**src/dcmt_pkg.sv**
```systemverilog
// Package for the daisy-chain message timing block: timing constants and states.
// Assumes a single 25 MHz clock drives every timer that uses these counts.
package dcmt_pkg;

    localparam int CLK_HZ = 25_000_000;
    localparam int CLK_NS = 1_000_000_000 / CLK_HZ;

    // Times in ns for spacing, repeater delay and read latency, else in us or ms.
    localparam int RESP_SPACING_NS     = 4000;
    localparam int RESP_SPACING_MIN_NS = 3800;
    localparam int RESP_SPACING_MAX_NS = 4250;
    localparam int FWD_DELAY_MAX_NS    = 950;
    localparam int READ_LAT_TYP_NS     = 5000;
    localparam int READ_LAT_MIN_NS     = 4000;
    localparam int READ_LAT_MAX_NS     = 9000;
    localparam int FRAME_TIMEOUT_US    = 250;
    localparam int FRAME_TIMEOUT_MIN_US = 238;
    localparam int COMM_LOSS_MS        = 1024;

    // Cycle counts derived from the times.
    localparam int RESP_SPACING_CYC = RESP_SPACING_NS / CLK_NS;
    localparam int FWD_DELAY_CYC    = FWD_DELAY_MAX_NS / CLK_NS;
    localparam int READ_LAT_CYC     = READ_LAT_TYP_NS / CLK_NS;
    localparam int FRAME_TIMEOUT_CYC = FRAME_TIMEOUT_US * 1000 / CLK_NS;
    localparam longint COMM_LOSS_CYC = longint'(COMM_LOSS_MS) * 64'd1_000_000 / CLK_NS;

    localparam int TMR_W = 16;

    typedef enum logic [1:0] {
        DCMT_IDLE,
        DCMT_WAIT,
        DCMT_SEND
    } dcmt_resp_state_t;

endpackage : dcmt_pkg

```
**src/dcmt_fwd_delay.sv**
```systemverilog
// Repeater delay line: forwards a serial link sample a fixed number of cycles late.
// Assumes the input is already synchronised to mclk_in.
module dcmt_fwd_delay
    import dcmt_pkg::*;
(
    input  wire logic mclk_in,
    input  wire logic rstn_in,
    input  wire logic din_in,
    output logic      dout_out
);

    // The input synchroniser already spends four cycles of the repeater budget, so the
    // line is four stages shorter than the budget and the total stays within it.
    logic [FWD_DELAY_CYC-5:0] shift_reg;

    always_ff @(posedge mclk_in or negedge rstn_in) begin
        if (!rstn_in) begin
            shift_reg <= '0;
        end else begin
            shift_reg <= {shift_reg[FWD_DELAY_CYC-6:0], din_in};
        end
    end

    assign dout_out = shift_reg[FWD_DELAY_CYC-5];

endmodule : dcmt_fwd_delay

```
**src/dcmt_top.sv**
```systemverilog
// Daisy-chain message timing for one chain node: forwarding, response pacing,
// read latency, frame timeout and communication-loss reset.
// Assumes marker pulses come from a decoder on mclk_in; link lines are async.
// Every output comes from a flip-flop, so each pulse is clean for one cycle.
// Contract
// - Own consecutive responses spaced about 4.0 us.
// - Repeater adds at most 0.95 us delay.
// - Read response starts 4.0 to 9 us later.
// - Frame timeout restarts on each start marker.
// - Timeout expiry drops frame, awaits new reception.
// - 1024 ms without traffic resets the node.
module dcmt_top
    import dcmt_pkg::*;
#(
    parameter longint COMM_LOSS_CYCLES = COMM_LOSS_CYC
) (
    input  wire logic mclk_in,
    input  wire logic rstn_in,
    input  wire logic link_up_in,
    input  wire logic link_dn_in,
    input  wire logic start_of_message_marker_in,
    input  wire logic end_of_message_marker_in,
    input  wire logic read_req_in,
    input  wire logic resp_pending_in,
    output logic      link_up_out,
    output logic      link_dn_out,
    output logic      frame_active_out,
    output logic      frame_drop_out,
    output logic      frame_done_out,
    output logic      resp_start_out,
    output logic      node_reset_out
);

    ////////////////////////////////////////////////////////////////////////////
    // Shared arithmetic.

    // Interval counters run between zero and one less than the interval, counting up or down.
    function automatic logic [TMR_W-1:0] last_count(input int cycles);
        return TMR_W'(cycles - 1);
    endfunction : last_count

    // A synchronised level is taken only when the last two stages agree.
    function automatic logic settle(input logic [2:0] sync, input logic held);
        return (sync[1] == sync[2]) ? sync[2] : held;
    endfunction : settle

    ////////////////////////////////////////////////////////////////////////////
    // Link input synchronisers (three stages, change taken when 2nd and 3rd agree).

    logic [2:0] up_sync_reg;
    logic [2:0] dn_sync_reg;
    logic       up_clean_reg;
    logic       dn_clean_reg;

    // A glitch shorter than two samples never reaches the repeaters.
    always_ff @(posedge mclk_in or negedge rstn_in) begin
        if (!rstn_in) begin
            up_sync_reg  <= 3'h0;
            up_clean_reg <= 1'b0;
        end else begin
            up_sync_reg  <= {up_sync_reg[1:0], link_up_in};
            up_clean_reg <= settle(up_sync_reg, up_clean_reg);
        end
    end

    always_ff @(posedge mclk_in or negedge rstn_in) begin
        if (!rstn_in) begin
            dn_sync_reg  <= 3'h0;
            dn_clean_reg <= 1'b0;
        end else begin
            dn_sync_reg  <= {dn_sync_reg[1:0], link_dn_in};
            dn_clean_reg <= settle(dn_sync_reg, dn_clean_reg);
        end
    end

    ////////////////////////////////////////////////////////////////////////////
    // Repeaters in both directions.
    // Delays add up along the chain, so each node keeps its share fixed and short.

    dcmt_fwd_delay u_fwd_up (
        .mclk_in  (mclk_in),
        .rstn_in  (rstn_in),
        .din_in   (up_clean_reg),
        .dout_out (link_up_out)
    );

    dcmt_fwd_delay u_fwd_dn (
        .mclk_in  (mclk_in),
        .rstn_in  (rstn_in),
        .din_in   (dn_clean_reg),
        .dout_out (link_dn_out)
    );

    ////////////////////////////////////////////////////////////////////////////
    // Frame timeout.

    logic [TMR_W-1:0] frame_tmr_reg;
    logic             frame_reg;
    logic             drop_reg;
    logic             done_reg;

    // An end marker with no frame open is ignored rather than flagged.
    // The nominal timeout is used, which clears the shortest allowed one with margin.
    always_ff @(posedge mclk_in or negedge rstn_in) begin
        if (!rstn_in) begin
            frame_tmr_reg <= '0;
            frame_reg     <= 1'b0;
            drop_reg      <= 1'b0;
            done_reg      <= 1'b0;
        end else begin
            drop_reg <= 1'b0;
            done_reg <= 1'b0;
            if (start_of_message_marker_in) begin
                // Restart wins over any end or expiry in the same cycle.
                frame_tmr_reg <= '0;
                frame_reg     <= 1'b1;
            end else if (frame_reg && end_of_message_marker_in) begin
                frame_reg <= 1'b0;
                done_reg  <= 1'b1;
            end else if (frame_reg) begin
                if (frame_tmr_reg == last_count(FRAME_TIMEOUT_CYC)) begin
                    frame_reg <= 1'b0;
                    drop_reg  <= 1'b1;
                end else begin
                    frame_tmr_reg <= frame_tmr_reg + 1'b1;
                end
            end
        end
    end

    assign frame_active_out = frame_reg;
    assign frame_drop_out   = drop_reg;
    assign frame_done_out   = done_reg;

    ////////////////////////////////////////////////////////////////////////////
    // Response pacing: read latency, then fixed spacing between own responses.
    // The typical latency is used, leaving margin at both ends of the allowed window.
    // A read that arrives while a response is under way is ignored.

    dcmt_resp_state_t resp_state_reg;
    logic [TMR_W-1:0] resp_tmr_reg;
    logic             resp_go_reg;

    always_ff @(posedge mclk_in or negedge rstn_in) begin
        if (!rstn_in) begin
            resp_state_reg <= DCMT_IDLE;
            resp_tmr_reg   <= '0;
            resp_go_reg    <= 1'b0;
        end else begin
            resp_go_reg <= 1'b0;
            case (resp_state_reg)
                DCMT_IDLE: begin
                    if (read_req_in) begin
                        resp_tmr_reg   <= last_count(READ_LAT_CYC);
                        resp_state_reg <= DCMT_WAIT;
                    end
                end
                DCMT_WAIT: begin
                    if (resp_tmr_reg == '0) begin
                        resp_go_reg    <= 1'b1;
                        resp_tmr_reg   <= last_count(RESP_SPACING_CYC);
                        resp_state_reg <= DCMT_SEND;
                    end else begin
                        resp_tmr_reg <= resp_tmr_reg - 1'b1;
                    end
                end
                DCMT_SEND: begin
                    if (resp_tmr_reg != '0) begin
                        resp_tmr_reg <= resp_tmr_reg - 1'b1;
                    end else if (resp_pending_in) begin
                        resp_go_reg  <= 1'b1;
                        resp_tmr_reg <= last_count(RESP_SPACING_CYC);
                    end else begin
                        resp_state_reg <= DCMT_IDLE;
                    end
                end
                default: begin
                    resp_state_reg <= DCMT_IDLE;
                end
            endcase
        end
    end

    assign resp_start_out = resp_go_reg;

    ////////////////////////////////////////////////////////////////////////////
    // Communication-loss watchdog. Any marker counts as traffic.
    // Only a request is raised here; the node's own reset logic acts on it.

    // Sized from the count, so both the full figure and a short test value fit.
    localparam int LOSS_W = $clog2(COMM_LOSS_CYCLES + 1);

    logic [LOSS_W-1:0] loss_tmr_reg;
    logic              loss_rst_reg;

    always_ff @(posedge mclk_in or negedge rstn_in) begin
        if (!rstn_in) begin
            loss_tmr_reg <= '0;
            loss_rst_reg <= 1'b0;
        end else begin
            loss_rst_reg <= 1'b0;
            if (start_of_message_marker_in || end_of_message_marker_in) begin
                loss_tmr_reg <= '0;
            end else if (loss_tmr_reg == LOSS_W'(COMM_LOSS_CYCLES - 1)) begin
                loss_tmr_reg <= '0;
                loss_rst_reg <= 1'b1;
            end else begin
                loss_tmr_reg <= loss_tmr_reg + 1'b1;
            end
        end
    end

    assign node_reset_out = loss_rst_reg;

endmodule : dcmt_top

```
**config.mk**
```make
export PLATFORM = sky130hd
export DESIGN_NAME = dcmt_top
export DESIGN_NICKNAME = d
export VERILOG_FILES = /design/src/dcmt_pkg.sv /design/src/dcmt_fwd_delay.sv /design/src/dcmt_top.sv
export SDC_FILE = /design/constraint.sdc
export NUM_CORES = 1
export LEC_CHECK = 0
export BUFFER_PORTS_ARGS = -buffer_cell sky130_fd_sc_hd__buf_2
export CAP_MARGIN = 10
export CORE_MARGIN = 2
export CORE_UTILIZATION = 55
export CTS_CLUSTER_SIZE = 10
export DETAILED_ROUTE_END_ITERATION = 8
export GPL_ROUTABILITY_DRIVEN = 0
export GPL_TIMING_DRIVEN = 0
export MAX_ROUTING_LAYER = met4
export PLACE_DENSITY_LB_ADDON = 0.3
export SYNTH_ARGS = -nofsm -noshare
export SYNTH_HDL_FRONTEND = slang
export SYNTH_HIERARCHICAL = 1
export SYNTH_SLANG_ARGS = --single-unit
```
**constraint.sdc**
```tcl
create_clock -name mclk_in -period 2.4 [get_ports mclk_in]
set_input_delay 0.36 -clock mclk_in [delete_from_list [all_inputs] [get_ports mclk_in]]
set_output_delay 0.36 -clock mclk_in [all_outputs]
set_load 0.03 [all_outputs]
```
==> impl_results.md, run 1 <==
* Avg Vias per Cell at 5.98
* CP Capture Type: flip-flop
* Clk sinks at 110
* Endpoints failing setup at 0
* Synthesized flop and latch total at 110
* Min-Delay Startpoint: link_dn_in
* CTS tree: yes
* Synth warn at 6
* Post-synthesis sequential area ratio at 57.6%
* Internal power at 2.98 mW
* Slew Limit Fails at 0
* Reg clk slew, reported paths at 0.10 ns
* Mean Syn Cell Area at 11.1 µm²
* Syn Inst Count at 430
* DP HPWL at 5.73 mm
* Slew at the pin with the worst max-slew slack at 0.764 ns
* Worst setup path startpoint: resp_tmr_reg[0]$_DFFE_PN0P_
* Part of the power in registers at 49.1%
* Worst-path maximum fanout at 6
* Post-route minimum period at 2.26 ns
* Wire per inst at 15.5 µm
* Worst skew pair latency at 0.36 ns
* Initial Utilization at a little under three fifths
* Worst hold slack at 0.103 ns
* Die Footprint at 0.00945 mm²
* Die Span X at 97.2 µm
* I/O Buffers at 14
* Initial antenna violation count at 0
* Unrepaired setup endpoints after global routing: no
* Vias in the first global route at 3333
* Synthesized cell area at 0.00478 mm²
* Tot GR Track Use at 20.0%
* CP Capture Point: resp_tmr_reg[3]$_DFFE_PN0P_
* Net Sw Frac at 32.0%
* Status: complete, no violations
* Final worst setup slack at 0.137 ns
* Largest net degree at the start of global routing at 67
* Routed vias at approximately 3400
* Critical R2R Capture: resp_tmr_reg[3]$_DFFE_PN0P_
* Total CTS buffers at 9
* ANT nets after route at 0
* Combinational power share at 24.7%
* Grt total ovfl at 0
* CP Data Required Time at 2.66 ns
* Power Dens Cells at between 800 and 900 mW/mm²
* Nets at 474
* Largest register FFs at 25
* Post-layout utilization of the core at 63.4%
* Max frequency at 442 MHz
* Fin. Hold Viols at 0
* Post-Route WL at 8.76 mm
* Rel. slew slack at 48.6%
* Main synth FF type: dfrtp_1
* Share of cells above drive strength 1 at between 10% and 20%
* Clk pwr share at 26.2%
* CTS HTree Levels at 3
* Place WS at -0.144 ns
* DRC viols at 0
* CP Class: flip-flop to flip-flop
* Worst reg2reg setup slack at 0.14 ns
* Die H at 97.2 µm
* P_leak at 2.12 nW
* Psw at 1.40 mW
* Power, Total at 4.38 mW
* Worst EP arrival at 2.52 ns
* Final Cycle Share at 94.3%
* Startpoint types: flip-flop
* Router iterations before antenna repair at 5
* Cell count of the worst reg-to-reg path at 6
* Antenna fix cells at 0
* Root Buffer: clkbuf_8
* Post-synth EDFFs at 0
* Cell Rows at 33
* Max-capacitance violation count at 0
* First-pass GRT wire length at 15.2 mm
* Net count after synthesis at between 400 and 500
* Post-synth cell types at between 50 and 60
* Clk buf depth at 2
* Post-synth ARST share at 100%
* R2R Path Start: resp_tmr_reg[0]$_DFFE_PN0P_
* Worst vdd ir at roughly 650 µV
* Skew final at 0.0124 ns
* Setup TNS at 0 ns
* Area grow syn2layout at 10.1%
* Core area at about 0.0083 mm²
* Num ports at 15
* Hold/Removal Path Class: primary input to flip-flop
* Starting DRT DRC Count at 174
## worst max-delay path, stage by stage, from the launching register on
cell and delay, ns:
dfrtp_1 0.45, inv_1 0.09, ha_1 0.25, or3b_2 0.55
nor4_4 0.43, o31ai_1 0.14, a22o_1 0.26
## cell type report
class	count	area, µm²
fillers	632	3040
flip-flops and latches	110	2750
clock inverters	4	53.8
well taps	105	131
clock buffers	12	155
plain buffers	13	67.6
inverters	24	90.1
multi-input cells	283	1900
repair buffers	16	110
## metrics by stage
stage / instances / instance area (µm²)
CTS: 567 / 5250
finish: 567 / 5260
detailed placement: 550 / 5010
floorplan: 430 / 4780
global placement: 549 / 4980
global route: 567 / 5260
## power by group through the flow
stage	Combinational, mW	Clock [mW]	Sequential, mW
2_1_floorplan	0.769	0	2.16
3_3_place_gp	0.983	0	2.17
3_5_place_dp	1.03	0	2.18
4_1_cts	1.05	1.19	2.15
5_1_grt	1.20	1.26	2.17
6_report	1.08	1.15	2.15
## how the worst min path moves through the flow
| stage | to | slack, ns | cells after the start |
|---|---|---|---|
| 2_1_floorplan | dn_clean_reg$_DFFE_PN0N_ | 0.06 | 0 |
| 3_3_place_gp | u_fwd_up/shift_reg[9]$_DFF_PN0_ | 0.33 | 0 |
| 3_5_place_dp | u_fwd_dn/shift_reg[5]$_DFF_PN0_ | 0.34 | 0 |
| 4_1_cts | dn_sync_reg[0]$_DFF_PN0_ | 0.08 | 1 |
| 5_1_grt | up_sync_reg[0]$_DFF_PN0_ | 0.08 | 1 |
| 6_report | dn_sync_reg[0]$_DFF_PN0_ | 0.10 | 1 |
## repair_timing
item / CTS / global route
setup buffers: 0 / 0
setup endpoints to repair: 10 / 12
gates resized for setup: 3 / 4
hold buffers: 1 / 0
endpoints found under the hold margin: 1 / 0
## logic make-up (layout without fill, tap and decap cells)
family	count (synthesis)	in the layout	share of synthesized area, %
and+or+nand+nor	168	168	20.2
AOI/OAI and AO/OA	78	78	11.1
adders and majority gates	11	11	2.78
xor gates and xnor gates	20	20	3.67
DFF	110	110	57.6
muxes	6	6	1.39
buffers and inverters	37	69	3.27
## synthesized netlist by cell type (all sizes together) (2+ instances only)
cell type / number / area share, %
a21oi: 21 / 2.3
a22o: 2 / 0.37
a31oi: 5 / 0.65
a32o: 2 / 0.42
a41oi: 5 / 0.92
and2: 2 / 0.26
and3: 2 / 0.26
buf: 6 / 0.84
clkbuf: 7 / 0.55
dfrtp: 110 / 58
ha: 9 / 2.4
inv: 24 / 1.9
maj3: 2 / 0.42
mux2: 5 / 1.2
nand2: 22 / 1.7
nand2b: 2 / 0.26
nand3: 15 / 1.7
nand3b: 2 / 0.31
nand4: 16 / 2.2
nor2: 34 / 2.7
nor2b: 2 / 0.26
nor3: 15 / 1.6
nor3b: 3 / 0.47
nor4: 13 / 2.1
nor4b: 3 / 0.55
o211ai: 8 / 1.3
o21ai: 11 / 1.2
o221ai: 2 / 0.37
o2bb2ai: 2 / 0.37
o31ai: 11 / 1.7
o41ai: 2 / 0.37
or2: 5 / 0.65
or3: 12 / 1.6
or4: 13 / 2.2
or4b: 2 / 0.42
xnor2: 15 / 2.8
xor2: 5 / 0.92
## cells in the final DEF, fill, tap and decap left out, drive strengths merged, types with 5 or more instances in the layout
master	count
or2	5
nor3	15
clkbuf	19
a21oi	21
buf	21
xor2	5
a31oi	5
inv	25
mux2	5
nand2	22
nand4	16
nor4	13
or3	12
o21ai	11
a41oi	5
or4	13
xnor2	15
o31ai	11
ha	9
dfrtp	110
o211ai	8
nor2	34
nand3	15
## metal layers
layer	track usage [%]	vias to the layer above	wire length (µm)
met4	7.80	0	135
li1	-	1631	-
met1	26.6	1661	4160
met2	30.5	82	4140
met3	4.46	15	333
met5	-	-	0
Power figures use the tool's default switching activity.
==> run 2, diff against run 1 <==
--- a/config.mk
+++ b/config.mk
@@ -17,5 +17,4 @@
 export PLACE_DENSITY_LB_ADDON = 0.3
 export SYNTH_ARGS = -nofsm -noshare
 export SYNTH_HDL_FRONTEND = slang
-export SYNTH_HIERARCHICAL = 1
 export SYNTH_SLANG_ARGS = --single-unit
==> constraint.sdc (replaced) <==
create_clock -name mclk_in -period 2.6 [get_ports mclk_in]
set_input_delay 0.39 -clock mclk_in [delete_from_list [all_inputs] [get_ports mclk_in]]
set_output_delay 0.39 -clock mclk_in [all_outputs]
set_load 0.03 [all_outputs]
==> run 2 against run 1 <==
Effect of this change:
- register-to-register slack better by 0.04 ns
- worst setup slack gained 0.036 ns
- maximum frequency fell by 6.8%
- non-clock buffer count shrank 1
- flip-flop and latch count unchanged
- hold slack lost 0.060 ns
- clock power down 18%
- combinational power fell by 38%
- critical path type unchanged
- critical endpoint is now resp_state_reg[0]$_DFFE_PN0P_
- highest routed layer unchanged
==> impl_results.md, run 2 <==
* Post-synth cell types at 55 (-6.8%)
* Top delay family on crit path: simple AND/OR/NAND/NOR gates
* Area fraction of the dominant cell type after synthesis at 59.8% (+2.2 points)
* Die H at 95.5 µm (-1.7%)
* Leading area contributor after synthesis: dfrtp_1
* Syn Inst Count at 404 (-6.0%)
* CP Data Required Time at 2.85 ns (+0.19 ns)
* Worst EP arrival at 2.68 ns (+0.16 ns)
* Worst-path maximum fanout at 8 (+2)
* Net Sw Frac at 29.7% (-2.2 points)
* Status: complete, no violations
* Worst setup path startpoint: resp_tmr_reg[0]$_DFFE_PN0P_
* Adder-Cell Fraction of Synth Area at 2.88% (+0.10 points)
* Routed vias at 3021 (-11%)
* Commonest non-fill, non-tap cell in the layout: dfrtp_1
* Crit path depth at 9 (+3)
* Clk pwr share at 26.6% (+0.4 points)
* XOR/XNOR share of the synthesized area at 6.85% (+3.2 points)
* Avg Vias per Cell at 5.59 (-6.4%)
* I/O Buffers at 14 (unchanged)
* Critical R2R Capture: resp_state_reg[0]$_DFFE_PN0P_
* Initial Utilization at 56.3% (-1.2 points)
* Final instance area at 0.00503 mm² (-4.4%)
* Post-Synth Simple-Gate Area at 18.3% (-1.9 points)
* Skew final at 0.0102 ns (-0.00226 ns)
* Hold/Removal Path Class: primary input to async pin
* Post-synth top cells: dfrtp_1 (110), nor2_1 (48), xor2_1 (22)
* Post-layout utilization of the core at 61.5% (-1.9 points)
* Antenna fix cells at 0 (unchanged)
* Worst skew pair latency at 0.36 ns (about the same)
* Main synth FF type: dfrtp_1
* Vias in the first global route at 3017 (-9.5%)
* Part of the power in registers at 54.6% (+5.5 points)
* Die Footprint at 0.00912 mm² (-3.5%)
* Final Cycle Share at 93.4% (-0.93 points)
* Cells along the critical path: inv_1 > ha_1 > or3b_1 > buf_2 > nor4_4 > and2_1 > buf_4 > o21ai_2 > mux2_4
* Unrepaired setup endpoints after global routing: no
* Worst path max stage delay at 0.41 ns (-0.14 ns)
* Area grow syn2layout at 9.24%
* Synthesized cell area at 0.00460 mm² (-3.6%)
* Largest cells by area after synthesis: dfrtp_1 (60%), xor2_1 (4.2%), nor2_1 (3.9%), xnor2_1 (2.7%), ha_1 (2.4%)
* Share of cells above drive strength 1 at 11.3% (-1.5 points)
* Synthesized flop and latch total at 110 (unchanged)
* Mean Syn Cell Area at 11.4 µm² (+2.6%)
* CTS tree: yes
* Largest register FFs at 25 (unchanged)
* Post-synthesis sequential area ratio at 59.8% (+2.2 points)
* Tot GR Track Use at 20.0% (-0.073 points)
* Hold Buf Count CTS at 0 (-1)
* Max-capacitance violation count at 0 (unchanged)
* Combinational power share at 18.9% (-5.8 points)
* Synth warn at 0 (-6)
* Cell Rows at 33 (unchanged)
* DRC viols at 0 (unchanged)
* Root Buffer: clkbuf_8
* Starting DRT DRC Count at 108 (-38%)
* Combinational family with the most area after synthesis: simple AND/OR/NAND/NOR gates
* P_leak at 2.16 nW (+2.1%)
* Worst reg2reg setup slack at 0.17 ns (+0.04 ns)
* Slew Limit Fails at 0 (unchanged)
* Worst vdd ir at 447 µV (-31%)
* Post-synth EDFFs at 0 (unchanged)
* Reg clk slew, reported paths at 0.10 ns (about the same)
* Placed Area at 0.00484 mm² (-3.4%)
* CP Capture Type: flip-flop
* Rel. slew slack at 48.7% (+0.13 points)
* Cell count of the worst reg-to-reg path at 9 (+3)
* Max frequency at 412 MHz (-6.8%)
* CP bufs+invs at 3 (+2)
* Startpoint types: flip-flop
* First-pass GRT wire length at 13.8 mm (-8.8%)
* Initial antenna violation count at 0 (unchanged)
* Nets at 447 (-5.7%)
* Post-route minimum period at 2.43 ns (+0.164 ns)
* Net count after synthesis at 421 (-5.8%)
* Slowest-stage cell, CP: dfrtp_1
* Post-Route WL at 7.97 mm (-9.0%)
* Most common cell in the netlist: dfrtp_1
* Fillers at 664 (+5.1%)
* CTS HTree Levels at 3 (unchanged)
* Register area at 0.00275 mm² (unchanged)
* Slew at the pin with the worst max-slew slack at 0.761 ns (-0.00287 ns)
* Num ports at 15 (unchanged)
* Router iterations before antenna repair at 4 (-1)
* Complex-gate fraction of the synthesized area at 9.18% (-1.9 points)
* Psw at 1.06 mW (-25%)
* Die Span X at 95.5 µm (-1.7%)
* Clk buf depth at 2 (unchanged)
* Mux contribution to synthesized area at 0.571% (-0.82 points)
* ANT nets after route at 0 (unchanged)
* Power, Total at 3.55 mW (-19%)
* R2R Path Start: resp_tmr_reg[0]$_DFFE_PN0P_
* Largest net degree at the start of global routing at 62 (-7.5%)
* Endpoints failing setup at 0 (unchanged)
* Clk sinks at 110 (unchanged)
* CP Capture Point: resp_state_reg[0]$_DFFE_PN0P_
* Area of the multi-input gates at 0.00175 mm² (-7.8%)
* Fin. Hold Viols at 0 (unchanged)
* Internal power at 2.49 mW (-16%)
* Power Dens Cells at 706 mW/mm² (-15%)
* Grt total ovfl at 0 (unchanged)
* Most frequent cells in the layout: dfrtp_1 (110), nor2_1 (48), xor2_1 (22)
* CP Class: flip-flop to flip-flop
* DP HPWL at 5.32 mm (-7.1%)
* Core area at 0.00818 mm² (-1.5%)
* Post-synth ARST share at 100% (unchanged)
* Wire per inst at 14.8 µm (-4.5%)
* Total CTS buffers at 9 (unchanged)
run 2: changes by cell type in the layout (fill, tap and decap cells not counted), moves of 6 or more:
cell,change
inv_1,-10
and4_1,+6
o31ai_1,-8
nand4_1,-8
nor2_1,+14
xor2_1,+17
a21oi_1,-7
or4_1,-8
and3_1,+6
run 2: cells by family (layout without fill, tap and decap cells):
kind of cell               Yosys count  count (layout)
buffers and inverters               27              58
adders and majority gates           11              11
and+or+nand+nor                    156             156
AOI/OAI and AO/OA                   62              62
DFF                                110             110
xor gates and xnor gates            36              36
muxes                                2               2
run 2: power by group through the flow:
stage / sequential (mW) / clock [mW] / combinational (mW)
6_report: 1.94 / 0.943 / 0.670
3_3_place_gp: 1.96 / 0 / 0.637
4_1_cts: 1.94 / 0.979 / 0.661
3_5_place_dp: 1.97 / 0 / 0.659
2_1_floorplan: 1.95 / 0 / 0.486
5_1_grt: 1.96 / 1.04 / 0.750
run 2: area by class of cell:
| type | count | share of cell area (%) |
|---|---|---|
| Buffer | 13 | 1.17 |
| Clock buffer | 10 | 2.74 |
| Clock inverter | 6 | 0.896 |
| Inverter | 14 | 1.04 |
| Multi-Input combinational cell | 267 | 34.8 |
| Sequential cell | 110 | 54.7 |
| Tap cell | 105 | 2.61 |
| Timing Repair Buffer | 15 | 1.99 |
run 2: timing repair:
action | in CTS | in global routing
buffers inserted | 0 | 0
gates resized for setup | 0 | 2
endpoints found under the hold margin | 0 | 0
endpoints found under the setup margin | 0 | 10
run 2: stage by stage:
| step | TNS, ns | hold WS (ns) | cells | worst slack [ns] |
|---|---|---|---|---|
| finish | 0 | 0.0427 | 540 | 0.172 |
| floorplan | 0 | 0.0944 | 404 | 0.360 |
| global route | 0 | 0.0782 | 540 | 0.0212 |
| global placement | -1.18 | 0.335 | 523 | -0.0167 |
| detailed placement | 0 | 0.336 | 524 | 0.0742 |
| CTS | 0 | 0.0553 | 540 | 0.0120 |
run 2: per-layer routing:
metal  GRT usage [%]  wire (µm)
met1            26.3       3880
met2            30.9       3710
met4            7.14        140
met5               -          0
met3            4.43        247
run 2: worst min-delay path by stage:
stage / start / endpoint / slack, ns / depth (start not counted)
floorplan: rstn_in / dn_clean_reg$_DFFE_PN0N_ / 0.09 / 0
global placement: u_fwd_up.shift_reg[9]$_DFF_PN0_ / u_fwd_up.shift_reg[10]$_DFF_PN0_ / 0.33 / 0
detailed placement: u_fwd_dn.shift_reg[12]$_DFF_PN0_ / u_fwd_dn.shift_reg[13]$_DFF_PN0_ / 0.34 / 0
CTS: rstn_in / u_fwd_dn.shift_reg[18]$_DFF_PN0_ / 0.06 / 1
global route: rstn_in / u_fwd_dn.shift_reg[18]$_DFF_PN0_ / 0.08 / 1
finish: rstn_in / u_fwd_dn.shift_reg[18]$_DFF_PN0_ / 0.04 / 1
